## src/hw/angle_regs_pkg.sv

```systemverilog
// constants for the angle sensor status and control register bank
package angle_regs_pkg;
    localparam logic [7:0] ADDR_COS_P    = 8'h0d;
    localparam logic [7:0] ADDR_STATUS   = 8'h0e;
    localparam logic [7:0] ADDR_CTRL     = 8'h0f;
    localparam logic [7:0] ADDR_ANGLE_P  = 8'h10;
    localparam int ST_BACK_LP   = 6;
    localparam int ST_SLEW      = 4;
    localparam int ST_INTEG     = 3;
    localparam int ST_CNTUP     = 2;
    localparam int ST_ROT       = 1;
    localparam int ST_VALID     = 0;
    localparam int CT_FULL      = 3;
    localparam int CT_SOFT      = 2;
    localparam int CT_TCWE      = 1;
    localparam int CT_TCCLR     = 0;
    localparam int INIT_SEL_BIT = 12;
    localparam logic [15:0] ZERO16   = 16'h0000;
    localparam logic [10:0] TURNS_W0 = 11'h000;
    localparam logic [5:0]  SLEW_OFF = 6'h00;
    localparam logic [10:0] TURNS_INIT_ONE  = 11'h001;
    localparam logic [10:0] TURNS_INIT_ZERO = 11'h000;
    localparam logic [3:0]  RESET_CYCLES    = 4'h8;
endpackage

```

## src/hw/angle_status_ctrl_regs.sv

```systemverilog
// status, control, cosine and angle registers of the angle sensor
//------------------------------------------------------------
// What this block does
//------------------------------------------------------------
`timescale 1ns/100ps
module angle_status_ctrl_regs
    import angle_regs_pkg::*;
(
    input  wire logic        clk_sys_i,
    input  wire logic        rstn_i,
    input  wire logic [7:0]  addr_i,
    input  wire logic        rd_i,
    input  wire logic        wr_i,
    input  wire logic [15:0] wdata_i,
    output logic      [15:0] rdata_o,
    input  wire logic [15:0] cos_p_i,
    input  wire logic [15:0] angle_p_i,
    input  wire logic [15:0] angle_s_i,
    input  wire logic        angle_upd_p_i,
    input  wire logic        angle_upd_s_i,
    input  wire logic        low_power_i,
    input  wire logic        angle_decr_i,
    input  wire logic        slew_forced_i,
    input  wire logic        slew_enable_i,
    input  wire logic        seq_violation_i,
    input  wire logic        cntup_done_i,
    input  wire logic [5:0]  encoder_slew_setting_i,
    input  wire logic        loss_power_en_i,
    input  wire logic [10:0] turns_reg_p_i,
    input  wire logic [10:0] turns_reg_s_i,
    input  wire logic [15:0] turns_cfg_p_i,
    input  wire logic [15:0] turns_cfg_s_i,
    input  wire logic [10:0] turns_cnt_p_i,
    input  wire logic [10:0] turns_cnt_s_i,
    input  wire logic        err_cause_gone_i,
    input  wire logic        err_read_i,
    output logic             eeprom_reload_o,
    output logic             logic_reset_o,
    output logic             reset_occurred_o,
    output logic             turns_load_o,
    output logic [10:0]      turns_load_p_o,
    output logic [10:0]      turns_load_s_o,
    output logic [15:0]      angle_s_latch_o,
    output logic [10:0]      turns_p_latch_o,
    output logic [10:0]      turns_s_latch_o
);
    typedef enum logic [1:0] {RS_IDLE, RS_SOFT, RS_FULL} rst_state_t;
    rst_state_t rst_state_r;
    logic [3:0] rst_cnt_r;
    logic       back_lp_r, slew_r, integ_r, cntup_r, valid_r, rot_r;
    logic       seen_p_r, seen_s_r, was_lp_r, pend_back_r;
    logic       tcwe_r, tcclr_r;
    logic       st_rd, ct_wr, ang_rd, rst_done, local_rst;

    assign st_rd     = rd_i && addr_i == ADDR_STATUS;
    assign ct_wr     = wr_i && addr_i == ADDR_CTRL;
    assign ang_rd    = rd_i && addr_i == ADDR_ANGLE_P;
    assign rst_done  = rst_state_r != RS_IDLE && rst_cnt_r == RESET_CYCLES;
    assign local_rst = !rstn_i || rst_state_r != RS_IDLE;

    function automatic logic [10:0] init_val(input logic [15:0] cfg);
        init_val = cfg[INIT_SEL_BIT] ? TURNS_INIT_ONE : TURNS_INIT_ZERO;
    endfunction

    //------------------------------------------------------------
    // reset sequencer
    //------------------------------------------------------------
    always_ff @(posedge clk_sys_i) begin
        if (!rstn_i) begin
            rst_state_r <= RS_IDLE;
            rst_cnt_r   <= 4'h0;
        end else begin
            case (rst_state_r)
                RS_IDLE: begin
                    rst_cnt_r <= 4'h0;
                    if (ct_wr && wdata_i[CT_FULL]) begin
                        rst_state_r <= RS_FULL;
                    end else if (ct_wr && wdata_i[CT_SOFT]) begin
                        rst_state_r <= RS_SOFT;
                    end
                end
                RS_SOFT, RS_FULL: begin
                    rst_cnt_r <= rst_cnt_r + 4'h1;
                    if (rst_done) begin
                        rst_state_r <= RS_IDLE;
                    end
                end
                default: rst_state_r <= RS_IDLE;
            endcase
        end
    end

    always_ff @(posedge clk_sys_i) begin
        if (!rstn_i) begin
            eeprom_reload_o <= 1'b0;
            logic_reset_o   <= 1'b0;
        end else begin
            eeprom_reload_o <= rst_state_r == RS_FULL && !rst_done;
            logic_reset_o   <= rst_state_r != RS_IDLE && !rst_done;
        end
    end

    // reset-occurred flag kept until read with cause gone
    always_ff @(posedge clk_sys_i) begin
        if (!rstn_i) begin
            reset_occurred_o <= 1'b1;
        end else if (rst_done) begin
            reset_occurred_o <= 1'b1;
        end else if (err_read_i && err_cause_gone_i) begin
            reset_occurred_o <= 1'b0;
        end
    end

    //------------------------------------------------------------
    // status flags
    //------------------------------------------------------------
    always_ff @(posedge clk_sys_i) begin
        if (local_rst) begin
            back_lp_r   <= 1'b0;
            slew_r      <= 1'b0;
            integ_r     <= 1'b0;
            cntup_r     <= 1'b0;
            valid_r     <= 1'b0;
            rot_r       <= 1'b0;
            seen_p_r    <= 1'b0;
            seen_s_r    <= 1'b0;
            was_lp_r    <= 1'b0;
            pend_back_r <= 1'b0;
        end else begin
            rot_r    <= angle_decr_i;
            was_lp_r <= low_power_i;
            if (low_power_i) begin
                valid_r  <= 1'b0;
                seen_p_r <= 1'b0;
                seen_s_r <= 1'b0;
            end else begin
                seen_p_r <= seen_p_r | angle_upd_p_i;
                seen_s_r <= seen_s_r | angle_upd_s_i;
                if ((seen_p_r | angle_upd_p_i) && (seen_s_r | angle_upd_s_i)) begin
                    valid_r <= 1'b1;
                end
            end
            if (was_lp_r && !low_power_i) begin
                pend_back_r <= 1'b1;
            end else if (pend_back_r && angle_upd_p_i) begin
                pend_back_r <= 1'b0;
            end
            if (pend_back_r && angle_upd_p_i && !low_power_i) begin
                back_lp_r <= 1'b1;
            end else if (st_rd) begin
                back_lp_r <= 1'b0;
            end
            if (slew_enable_i && slew_forced_i) begin
                slew_r <= 1'b1;
            end else if (st_rd) begin
                slew_r <= 1'b0;
            end
            if (!slew_r && seq_violation_i) begin
                integ_r <= 1'b1;
            end
            if (cntup_done_i && encoder_slew_setting_i != SLEW_OFF) begin
                cntup_r <= 1'b1;
            end else if (st_rd) begin
                cntup_r <= 1'b0;
            end
        end
    end

    //------------------------------------------------------------
    // turns counter control
    //------------------------------------------------------------
    always_ff @(posedge clk_sys_i) begin
        if (local_rst) begin
            tcwe_r         <= 1'b0;
            tcclr_r        <= 1'b0;
            turns_load_o   <= 1'b0;
            turns_load_p_o <= TURNS_W0;
            turns_load_s_o <= TURNS_W0;
        end else begin
            tcwe_r       <= ct_wr && wdata_i[CT_TCWE] && loss_power_en_i;
            tcclr_r      <= ct_wr && wdata_i[CT_TCCLR];
            turns_load_o <= tcwe_r || tcclr_r;
            if (tcclr_r) begin
                turns_load_p_o <= init_val(turns_cfg_p_i);
                turns_load_s_o <= init_val(turns_cfg_s_i);
            end else if (tcwe_r) begin
                turns_load_p_o <= turns_reg_p_i;
                turns_load_s_o <= turns_reg_s_i;
            end
        end
    end

    //------------------------------------------------------------
    // coherent latches on angle read
    //------------------------------------------------------------
    always_ff @(posedge clk_sys_i) begin
        if (local_rst) begin
            angle_s_latch_o <= ZERO16;
            turns_p_latch_o <= TURNS_W0;
            turns_s_latch_o <= TURNS_W0;
        end else if (ang_rd) begin
            angle_s_latch_o <= angle_s_i;
            turns_p_latch_o <= turns_cnt_p_i;
            turns_s_latch_o <= turns_cnt_s_i;
        end
    end

    //------------------------------------------------------------
    // read data
    //------------------------------------------------------------
    always_ff @(posedge clk_sys_i) begin
        if (!rstn_i) begin
            rdata_o <= ZERO16;
        end else begin
            rdata_o <= ZERO16;
            case (addr_i)
                ADDR_COS_P:   rdata_o <= cos_p_i;
                ADDR_ANGLE_P: rdata_o <= angle_p_i;
                ADDR_STATUS: begin
                    rdata_o[ST_BACK_LP] <= back_lp_r;
                    rdata_o[ST_SLEW]    <= slew_r;
                    rdata_o[ST_INTEG]   <= integ_r;
                    rdata_o[ST_CNTUP]   <= cntup_r;
                    rdata_o[ST_ROT]     <= rot_r;
                    rdata_o[ST_VALID]   <= valid_r;
                end
                ADDR_CTRL: begin
                    rdata_o[CT_FULL] <= rst_state_r == RS_FULL;
                    rdata_o[CT_SOFT] <= rst_state_r == RS_SOFT;
                    rdata_o[CT_TCWE] <= tcwe_r;
                end
                default: rdata_o <= ZERO16;
            endcase
        end
    end

    //------------------------------------------------------------
    // checks
    //------------------------------------------------------------
    chk_integ_sticky: assert property (@(posedge clk_sys_i) disable iff (local_rst)
        integ_r |=> integ_r) else $error("integrity flag dropped");
    chk_slew_set: assert property (@(posedge clk_sys_i) disable iff (local_rst)
        slew_enable_i && slew_forced_i |=> slew_r) else $error("slew flag not set");
    chk_back_clear: assert property (@(posedge clk_sys_i) disable iff (local_rst)
        st_rd && !(pend_back_r && angle_upd_p_i) |=> !back_lp_r) else $error("back flag kept");
    chk_cntup_off: assert property (@(posedge clk_sys_i) disable iff (local_rst)
        !cntup_r && encoder_slew_setting_i == SLEW_OFF |=> !cntup_r) else $error("count-up set");
    chk_reset_done: assert property (@(posedge clk_sys_i) disable iff (!rstn_i)
        rst_done |=> reset_occurred_o && rst_state_r == RS_IDLE) else $error("reset flag missing");
    chk_full_seq: assert property (@(posedge clk_sys_i) disable iff (!rstn_i)
        rst_state_r == RS_IDLE && ct_wr && wdata_i[CT_FULL]
        |=> rst_state_r == RS_FULL ##9 rst_state_r == RS_IDLE)
        else $error("full reset stuck");
    chk_tc_gate: assert property (@(posedge clk_sys_i) disable iff (local_rst)
        ct_wr && !loss_power_en_i |=> !tcwe_r) else $error("turns write without feature");
    chk_latch_coh: assert property (@(posedge clk_sys_i) disable iff (local_rst)
        ang_rd |=> angle_s_latch_o == $past(angle_s_i)) else $error("latch incoherent");
    chk_valid_set: assert property (@(posedge clk_sys_i) disable iff (local_rst)
        !low_power_i && angle_upd_p_i && angle_upd_s_i |=> valid_r)
        else $error("angle not valid");
    chk_valid_drop: assert property (@(posedge clk_sys_i) disable iff (local_rst)
        low_power_i |=> !valid_r) else $error("valid kept in low power");
    chk_slew_clear: assert property (@(posedge clk_sys_i) disable iff (local_rst)
        st_rd && !(slew_enable_i && slew_forced_i) |=> !slew_r) else $error("slew flag kept");
    chk_cntup_keep: assert property (@(posedge clk_sys_i) disable iff (local_rst)
        cntup_done_i && encoder_slew_setting_i != SLEW_OFF |=> cntup_r)
        else $error("count-up flag lost");
    chk_rot_follow: assert property (@(posedge clk_sys_i) disable iff (local_rst)
        angle_decr_i != rot_r |=> rot_r == $past(angle_decr_i)) else $error("direction stale");
    chk_status_zero: assert property (@(posedge clk_sys_i) disable iff (!rstn_i)
        addr_i == ADDR_STATUS |=> rdata_o[15:ST_BACK_LP + 1] == '0 && !rdata_o[ST_SLEW + 1])
        else $error("status spare bits set");
    chk_ctrl_zero: assert property (@(posedge clk_sys_i) disable iff (!rstn_i)
        addr_i == ADDR_CTRL |=> rdata_o[15:CT_FULL + 1] == '0) else $error("control high bits");
    chk_rdata_cos: assert property (@(posedge clk_sys_i) disable iff (!rstn_i)
        addr_i == ADDR_COS_P |=> rdata_o == $past(cos_p_i)) else $error("cosine read wrong");
    chk_soft_start: assert property (@(posedge clk_sys_i) disable iff (!rstn_i)
        rst_state_r == RS_IDLE && ct_wr && wdata_i[CT_SOFT] |=> ##1 logic_reset_o)
        else $error("soft reset not started");
    chk_soft_no_reload: assert property (@(posedge clk_sys_i) disable iff (!rstn_i)
        rst_state_r == RS_SOFT |=> !eeprom_reload_o) else $error("reload in soft reset");
    chk_tc_load: assert property (@(posedge clk_sys_i) disable iff (local_rst)
        tcwe_r && !tcclr_r |=> turns_load_o && turns_load_p_o == $past(turns_reg_p_i)
            && turns_load_s_o == $past(turns_reg_s_i)) else $error("turns load wrong");
endmodule // angle_status_ctrl_regs

```

## config.mk

```make
export PLATFORM = sky130hd
export DESIGN_NAME = angle_status_ctrl_regs
export DESIGN_NICKNAME = d
export VERILOG_FILES = /design/src/hw/angle_regs_pkg.sv /design/src/hw/angle_status_ctrl_regs.sv
export SDC_FILE = /design/constraint.sdc
export NUM_CORES = 1
export LEC_CHECK = 0
export ABC_AREA = 0
export BUFFER_PORTS_ARGS = -buffer_cell sky130_fd_sc_hd__buf_2
export CELL_PAD_IN_SITES_DETAIL_PLACEMENT = 1
export CELL_PAD_IN_SITES_GLOBAL_PLACEMENT = 2
export CORE_MARGIN = 5
export CORE_UTILIZATION = 24
export CTS_CLUSTER_SIZE = 40
export DETAILED_ROUTE_END_ITERATION = 10
export GPL_TIMING_DRIVEN = 0
export HOLD_SLACK_MARGIN = 0.02
export PLACE_DENSITY_LB_ADDON = 0.1
export SLEW_MARGIN = 0
export SYNTH_ARGS = -nofsm -noshare
export SYNTH_HDL_FRONTEND = slang
export SYNTH_SLANG_ARGS = --single-unit
```

## constraint.sdc

```tcl
create_clock -name clk_sys_i -period 3.16 [get_ports clk_sys_i]
set_clock_uncertainty 0.1 [all_clocks]
set_input_delay 0.632 -clock clk_sys_i [delete_from_list [all_inputs] [get_ports clk_sys_i]]
set_output_delay 0.632 -clock clk_sys_i [all_outputs]
set_load 0.005 [all_outputs]
```

# Yosys cells after proc, flatten, opt, wreduce, memory -nomap -nowiden
# Index checks and enable logic that the tools add are counted.
[totals]
reg_bits = 98
inputBits = 169
out_inout_bits = 80
word_cells = 98
[classes]
addsub = 1
n_eq_ne = 9
n_mux = 23
bitwise = 3
reduce_logical = 38
[ops]
columns = ["operator", "n"]
rows = [
  ["11-bit 2-to-1 mux", 4],
  ["8-bit by 4-bit == test with 1-bit output (second input constant)", 3],
  ["1-bit logical AND", 19],
  ["9-bit case mux with 2 select lines", 1],
  ["2-bit nonzero test", 7],
  ["3-bit case mux with 4 select lines", 1],
  ["1-bit case mux with 3 select lines", 3],
  ["8-bit by 5-bit == test with 1-bit output (second input constant)", 1],
  ["1-bit 2-to-1 mux", 8],
  ["4-bit case mux with 2 select lines", 1],
  ["2-bit 2-to-1 mux", 3],
  ["6-bit nonzero test", 1],
  ["2-bit OR reduction", 3],
  ["4-bit by 1-bit adder with 4-bit output (second input constant)", 1],
  ["4-bit == test (second input constant)", 1],
  ["1-bit zero test", 4],
  ["2-bit case mux with 2 select lines", 1],
  ["3-bit != test (second input constant)", 1],
  ["2-bit by 1-bit == test with 1-bit output (second input constant)", 1],
  ["2-bit == test (second input constant)", 1],
  ["2-bit zero test", 1],
  ["1-bit logical OR", 2],
  ["2-bit != test (second input constant)", 1],
  ["1-bit OR", 2],
  ["other kinds (3)", 3],
]

# Longest topological paths before layout
# Gate-level depths: netlist of run 1.
[depth]
word_depth = 6
ltp_mapped = 8
ltp_nobuf = 6

# Least setup slack after synthesis of run 1
# No wires, ideal clock.
[synth_path]
path_type = "in2reg"
startpoint = "in addr_i[1]"
endpoint = "reg angle_s_latch_o[0]"
setup_ns = 0.132
t_arrival_ns = 1.609
required_ns = 2.928
setup_slack_ns = 1.319
path_stages = 7
path_buffers = 3
cell_sequence = "buf_6 nor4b_4 nand3_1 buf_2 buf_2 nand2_1 a21oi_1"
[synth_between]
elab_chain_len = 2
[synth_rtl]
columns = ["element", "line_no", "source"]
rows = [
  ["from (decl)", "angle_status_ctrl_regs.sv:11", "input wire logic [7:0] addr_i,"],
  ["8-bit by 5-bit == test with 1-bit output", "angle_status_ctrl_regs.sv:57", "assign ang_rd = rd_i && addr_i == ADDR_ANGLE_P;"],
  ["1-bit logical AND", "angle_status_ctrl_regs.sv:57", ""],
  ["to (signal assigned)", "angle_status_ctrl_regs.sv:202", "angle_s_latch_o <= angle_s_i;"],
  ["to (decl)", "angle_status_ctrl_regs.sv:43", "output logic [15:0] angle_s_latch_o,"],
]
# Every way passes these cells.
# A chain may end at the register's enable or synchronous reset.

# Final worst setup path of run 1
[layout_path]
startpoint = "reg rst_state_r[0]"
endpoint = "reg turns_load_p_o[3]"
[layout_between]
elab_chain_len = 2
[layout_rtl]
columns = ["element", "line_no", "source"]
rows = [
  ["from (decl)", "angle_status_ctrl_regs.sv:48", "rst_state_t rst_state_r;"],
  ["from (signal assigned)", "angle_status_ctrl_regs.sv:70", "rst_state_r <= RS_IDLE;"],
  ["from (signal assigned)", "angle_status_ctrl_regs.sv:77", "rst_state_r <= RS_FULL;"],
  ["from (signal assigned)", "angle_status_ctrl_regs.sv:79", "rst_state_r <= RS_SOFT;"],
  ["2-bit nonzero test", "angle_status_ctrl_regs.sv:59", "assign local_rst = !rstn_i || rst_state_r != RS_IDLE;"],
  ["1-bit logical OR", "angle_status_ctrl_regs.sv:59", ""],
  ["to (signal assigned)", "angle_status_ctrl_regs.sv:184", "turns_load_p_o <= init_val(turns_cfg_p_i);"],
  ["to (signal assigned)", "angle_status_ctrl_regs.sv:187", "turns_load_p_o <= turns_reg_p_i;"],
  ["to (decl)", "angle_status_ctrl_regs.sv:41", "output logic [10:0] turns_load_p_o,"],
]
# Every way passes these cells.

==> results of run 1 <==
state kept, by name, indices dropped and copies added (netlist names), 2 cells and up:
name / flops
angle_s_latch_o: 16
rdata_o: 16
rst_cnt_r: 4
rst_state_r: 2
turns_load_p_o: 11
turns_load_s_o: 11
turns_p_latch_o: 11
turns_s_latch_o: 11
Yosys cell counts, types with 2 or more instances:
library cell | instances | area, µm²
inv_1 | 8 | 30.0
ha_1 | 6 | 75.1
a21oi_1 | 46 | 230
buf_2 | 6 | 30.0
dfxtp_1 | 98 | 1960
a31oi_1 | 2 | 12.5
clkbuf_1 | 13 | 48.8
o21a_1 | 3 | 22.5
mux2i_1 | 25 | 250
and3_1 | 6 | 37.5
a221o_1 | 4 | 40.0
nand2_1 | 85 | 319
nand3_1 | 4 | 20.0
a32o_1 | 3 | 30.0
o21ai_0 | 2 | 10.0
nor3_4 | 2 | 32.5
nand2b_1 | 3 | 18.8
nand4b_1 | 2 | 17.5
a22oi_1 | 12 | 90.1
nor4_1 | 2 | 12.5
buf_6 | 4 | 45.0
nor2_1 | 47 | 176
worst max-delay path, stage by stage, from the launching register on:
cell,delay (ns)
dfxtp_1,0.39
inv_1,0.08
ha_1,0.20
clkbuf_1,0.21
and2_0,0.19
clkbuf_1,0.19
nand2b_1,0.13
clkbuf_1,0.37
nor2_1,0.10
stage by stage:
step	cells	util, %	area, µm²	hold WS (ns)	power [µW]
floorplan	410	-	3740	0.329	1320
global placement	826	33.0	5030	0.337	1420
detailed placement	826	33.0	5030	0.344	1420
CTS	842	35.3	5390	0.359	2740
global route	842	35.3	5390	0.375	2800
finish	842	35.3	5390	0.353	2690
report_power, final:
group / total (µW) / internal (µW) / switching, µW
logic: 141 / 75.2 / 66.2
clock network: 1300 / 818 / 483
registers: 1250 / 1240 / 4.66
area by class of cell:
type / instances / area (µm²)
Multi-Input combinational cell: 278 / 1610
Timing Repair Buffer: 205 / 1030
Buffer: 25 / 135
Clock buffer: 12 / 256
Sequential cell: 98 / 1960
Fill cell: 1852 / 9870
Tap cell: 211 / 264
Inverter: 9 / 33.8
Clock inverter: 4 / 97.6
cell families after synthesis:
family | synth area share, %
fa+ha+maj | 2.01
buf+inv | 4.51
compound gates | 13.6
flops | 52.4
simple gates | 20.7
mux | 6.69
per-layer routing:
metal | routed length [µm] | track usage, %
met5 | 13 | 0
met4 | 205 | 4.86
met3 | 912 | 4.10
met2 | 6160 | 23.2
met1 | 5460 | 16.5
worst max-delay path by stage:
| stage | startpoint | endpoint | slack (ns) | cells after the start |
|---|---|---|---|---|
| after floorplan | addr_i[1] | angle_s_latch_o[0]$_SDFFE_PP0P_ | 1.32 | 7 |
| after detailed placement | rstn_i | pend_back_r$_SDFFE_PP0P_ | 0.92 | 5 |
| after global routing | rst_state_r[0]$_SDFFE_PN0P_ | turns_load_p_o[7]$_SDFFE_PP0P_ | 0.81 | 8 |
| after CTS | rst_state_r[0]$_SDFFE_PN0P_ | turns_load_p_o[5]$_SDFFE_PP0P_ | 1.0 | 8 |
| final | rst_state_r[0]$_SDFFE_PN0P_ | turns_load_p_o[3]$_SDFFE_PP0P_ | 1.07 | 8 |
| after global placement | rstn_i | angle_s_latch_o[14]$_SDFFE_PP0P_ | 0.99 | 5 |
==> flow_metrics.tcl, run 1 <==
set metrics [dict create \
    rows 45 \
    dpl.hpwl_um 10200 \
    finalHoldViolCount 0 \
    cts_buffer_depth 2 \
    post_drt_via_cell_ratio 4.30 \
    mostFrequentLayoutCell "buf_2" \
    drive_gt1_share_pct 38.0 \
    fin_nets 801 \
    crit_type "reg2reg" \
    layout_common_cells "buf_2, dfxtp_1, nand2_1" \
    antenna_found_initial 1 \
    cts_setup_buffers 0 \
    crit_path_start_kind "register" \
    dieArea_um2 18200 \
    grt-ovfl-total 0 \
    remaining_drc_errors 0 \
    avgSynthCellArea_um2 9.12 \
    vias 3622 \
    rsz0062_at_grt "false" \
    slew_headroom_pct 52.8 \
    gp_congestion 0.720 \
    finalSetupTns_ns 0 \
    synthCells 410 \
    maxCapViolCount 0 \
    leakage_uw 0.00245 \
    port_buffers 205 \
    grt_max_degree 16 \
    die_h_um 135 \
    fin_crit_sh_pct 66.1 \
    cts_resized 0 \
    synth.distinct_cells 49 \
    synth_nets 585 \
    die_w_um 135 \
    hold_end "angle_s_latch_o[14]$_SDFFE_PP0P_" \
    reg2reg_to "turns_load_p_o[3]$_SDFFE_PP0P_" \
    initial_utilization_pct 24.5 \
    numCtsBuffers 9 \
    regToRegSetupSlack_ns 1.07 \
    p_per_area_nw_per_um2 500 \
    hold_buffers 0 \
    synth-edff-count 0 \
    min_from "angle_s_latch_o[14]$_SDFFE_PP0P_" \
    ir_drop_uv 202 \
    routedWlPerCell_um 15.1 \
    critPathCaptureType "register" \
    cts.clk_slew.worst_paths_ns 0.07 \
    hold_depth 2 \
    slew_violations 0 \
    ys_async_sr_fraction_pct 0 \
    hold_path_class "reg2reg" \
    ys_ff_latch 98 \
    clock.fmax_ghz 0.479 \
    cts-root-buf "clkbuf_16" \
    cts-htree-levels 3 \
    syn_area_um2 3740 \
    yosysWarnings 0 \
    clk_latency_ns 0.34 \
    dr.first_iter.drc_count 141 \
    syn_to_final_growth_pct 43.9 \
    required_ns 3.28 \
    r2r-start "rst_state_r[0]$_SDFFE_PN0P_" \
    cts_tree "yes" \
    ys_seq_area_share_pct 52.4 \
    grt_pass1_wl_um 19800 \
    grt_pass1_vias 3770 \
    period_minus_slack_ns 2.09 \
    pre_cts_slack_ns 0.916 \
    reg2reg_depth 8 \
    track_usage_pct 13.7 \
    core-area_um2 15300 \
    setup_violations 0 \
    critical_path_arrival_ns 2.20 \
    io_pins 249 \
    status "completed" \
    antenna_cells 0 \
    clock_sinks 98 \
    final_antenna_net_count 0 \
    wirelength_um 12700 \
    synthFlopType "dfxtp_1" \
    drtPass1Iterations 4 \
    critPathMaxFanout 10 \
    fin_ws_ns 1.07 \
    worst_slew_pin_slew_ns 0.708 \
]
No activity file was read; power rests on OpenSTA's default activity.
==> run 2, diff against run 1 <==
- CORE_UTILIZATION: 24 -> 20
- clock period: 3.16 -> 1.7 ns (I/O delays scaled with it)
==> flow_metrics.tcl, run 2 (synthesis results as in run 1) <==
set metrics [dict create \
    status "completed" \
    crit_buf_inv 2 \
    final_antenna_net_count 0 \
    maxCapViolCount 0 \
    track_usage_pct 12.8 \
    hold_buffers 0 \
    dpl.hpwl_um 10700 \
    numCtsBuffers 9 \
    cts-root-buf "clkbuf_16" \
    post_drt_via_cell_ratio 4.16 \
    drtPass1Iterations 4 \
    clk_latency_ns 0.34 \
    vias 3617 \
    finalHoldViolCount 0 \
    rows 50 \
    p_per_area_nw_per_um2 836 \
    cts_buffer_depth 2 \
    wirelength_um 13500 \
    cts-htree-levels 3 \
    die_w_um 147 \
    critPathCaptureType "register" \
    drive_gt1_share_pct 41.5 \
    fin_crit_sh_pct 93.2 \
    gp_congestion 0.701 \
    remaining_drc_errors 0 \
    top_regs "angle_s_latch_o: 16 flops, rdata_o: 16 flops" \
    critPathMaxFanout 9 \
    required_ns 1.84 \
    hold_path_class "in2reg" \
    grt_pass1_vias 3942 \
    slowest_stage "dfxtp_2" \
    grt_pass1_wl_um 21900 \
    port_buffers 205 \
    path_delay_family "compound AO/OA/AOI/OAI gates" \
    clock_sinks 98 \
    initial_utilization_pct 20.1 \
    ir_drop_uv 429 \
    fin_nets 804 \
    antenna_found_initial 0 \
    worst_slew_pin_slew_ns 0.585 \
    power.total_uw 4520 \
    critical_path.cell_chain "inv_2, ha_4, and2_0, buf_2, a31oi_2, a211oi_1, a41o_1" \
    hold_slack_ns 0.115 \
    crit_type "reg2reg" \
    setup_violations 0 \
    slew_violations 0 \
    critical_path_arrival_ns 1.72 \
    dieArea_um2 21500 \
    clock.fmax_ghz 0.631 \
    dr.first_iter.drc_count 82 \
    grt_max_degree 17 \
    die_h_um 147 \
    layout_common_cells "buf_2, dfxtp_1, nand2_1" \
    syn_to_final_growth_pct 44.5 \
    rsz0062_at_grt "false" \
    cpPeakStageDelay_ns 0.35 \
    cts.clk_slew.worst_paths_ns 0.07 \
    mostFrequentLayoutCell "buf_2" \
    crit_path_start_kind "register" \
    leakage_uw 0.00246 \
    core-area_um2 18600 \
    cts_tree "yes" \
    grt-ovfl-total 0 \
    io_pins 249 \
    slew_headroom_pct 61.0 \
    period_minus_slack_ns 1.58 \
    routedWlPerCell_um 15.6 \
]
run 2: cell types whose count changed in the layout (fill, tap and decap cells not counted), moves of 2 or more:
| cell | before | now |
|---|---|---|
| inv_2 | 0 | 3 |
| inv_1 | 8 | 5 |
| clkinv_2 | 0 | 2 |
| bufinv_16 | 3 | 0 |
| dfxtp_1 | 98 | 96 |
| clkbuf_2 | 0 | 7 |
| buf_2 | 211 | 213 |
| clkbuf_1 | 14 | 5 |
| clkbuf_8 | 2 | 0 |
| buf_4 | 1 | 5 |
run 2: where the power goes:
group	leakage, µW	internal (µW)	switching [µW]
registers	0.000793	2310	8.42
clock network	0.000129	997	934
logic	0.00154	143	127
run 2: worst min-delay path: cells and delay by family:
kind / cells / cell delay, ns
buf+inv: 1 / 0.07
simple gates: 2 / 0.11
run 2: cell type report:
class,instances,area [µm²]
multi-input combinational,278,1640
clock buffer,10,229
antenna,1,2.50
buffer,24,143
sequential,98,1970
inverter,9,33.8
fill,2246,13200
clock inverter,6,42.5
timing repair buffer,209,1060
tap,234,293
run 2: path summary, 6_finish.rpt:
kind	start	to	slack [ns]	cells past startpoint
hold reg to reg	was_lp_r$_SDFF_PP0_	pend_back_r$_SDFFE_PP0P_	0.35	2
hold / removal	cos_p_i[0]	rdata_o[0]$_SDFF_PN0_	0.12	3
setup reg to reg	rst_state_r[1]$_SDFFE_PN0P_	rst_state_r[1]$_SDFFE_PN0P_	0.12	7
setup / recovery	rst_state_r[1]$_SDFFE_PN0P_	rst_state_r[1]$_SDFFE_PN0P_	0.12	7
run 2: routing by layer:
layer / wire length (µm) / vias to the layer above / global-route usage [%] / part of all wire, %
met5: 0 / - / 0 / 0
met4: 171 / 0 / 3.81 / 1.3
met3: 981 / 11 / 4.19 / 7.3
met2: 6530 / 113 / 21.5 / 48
met1: 5840 / 1654 / 15.6 / 43
li1: - / 1839 / - / -
run 2: repair_timing:
| item | CTS | global route |
|---|---|---|
| pin swaps | 2 | 1 |
| endpoints found under the setup margin | 74 | 33 |
| buffers inserted | 2 | 2 |
| resized for setup | 13 | 9 |
run 2: metrics by stage:
step	worst slack [ns]	util, %	instances	area, µm²	setup TNS (ns)
finish	0.116	29.1	869	5410	0
global route	0.00168	29.1	868	5410	0
CTS	0.00207	28.9	866	5370	0
detailed placement	-0.467	27.3	849	5070	-25.86
global placement	-0.453	27.3	849	5070	-24.36
floorplan	0.00258	-	410	3750	0
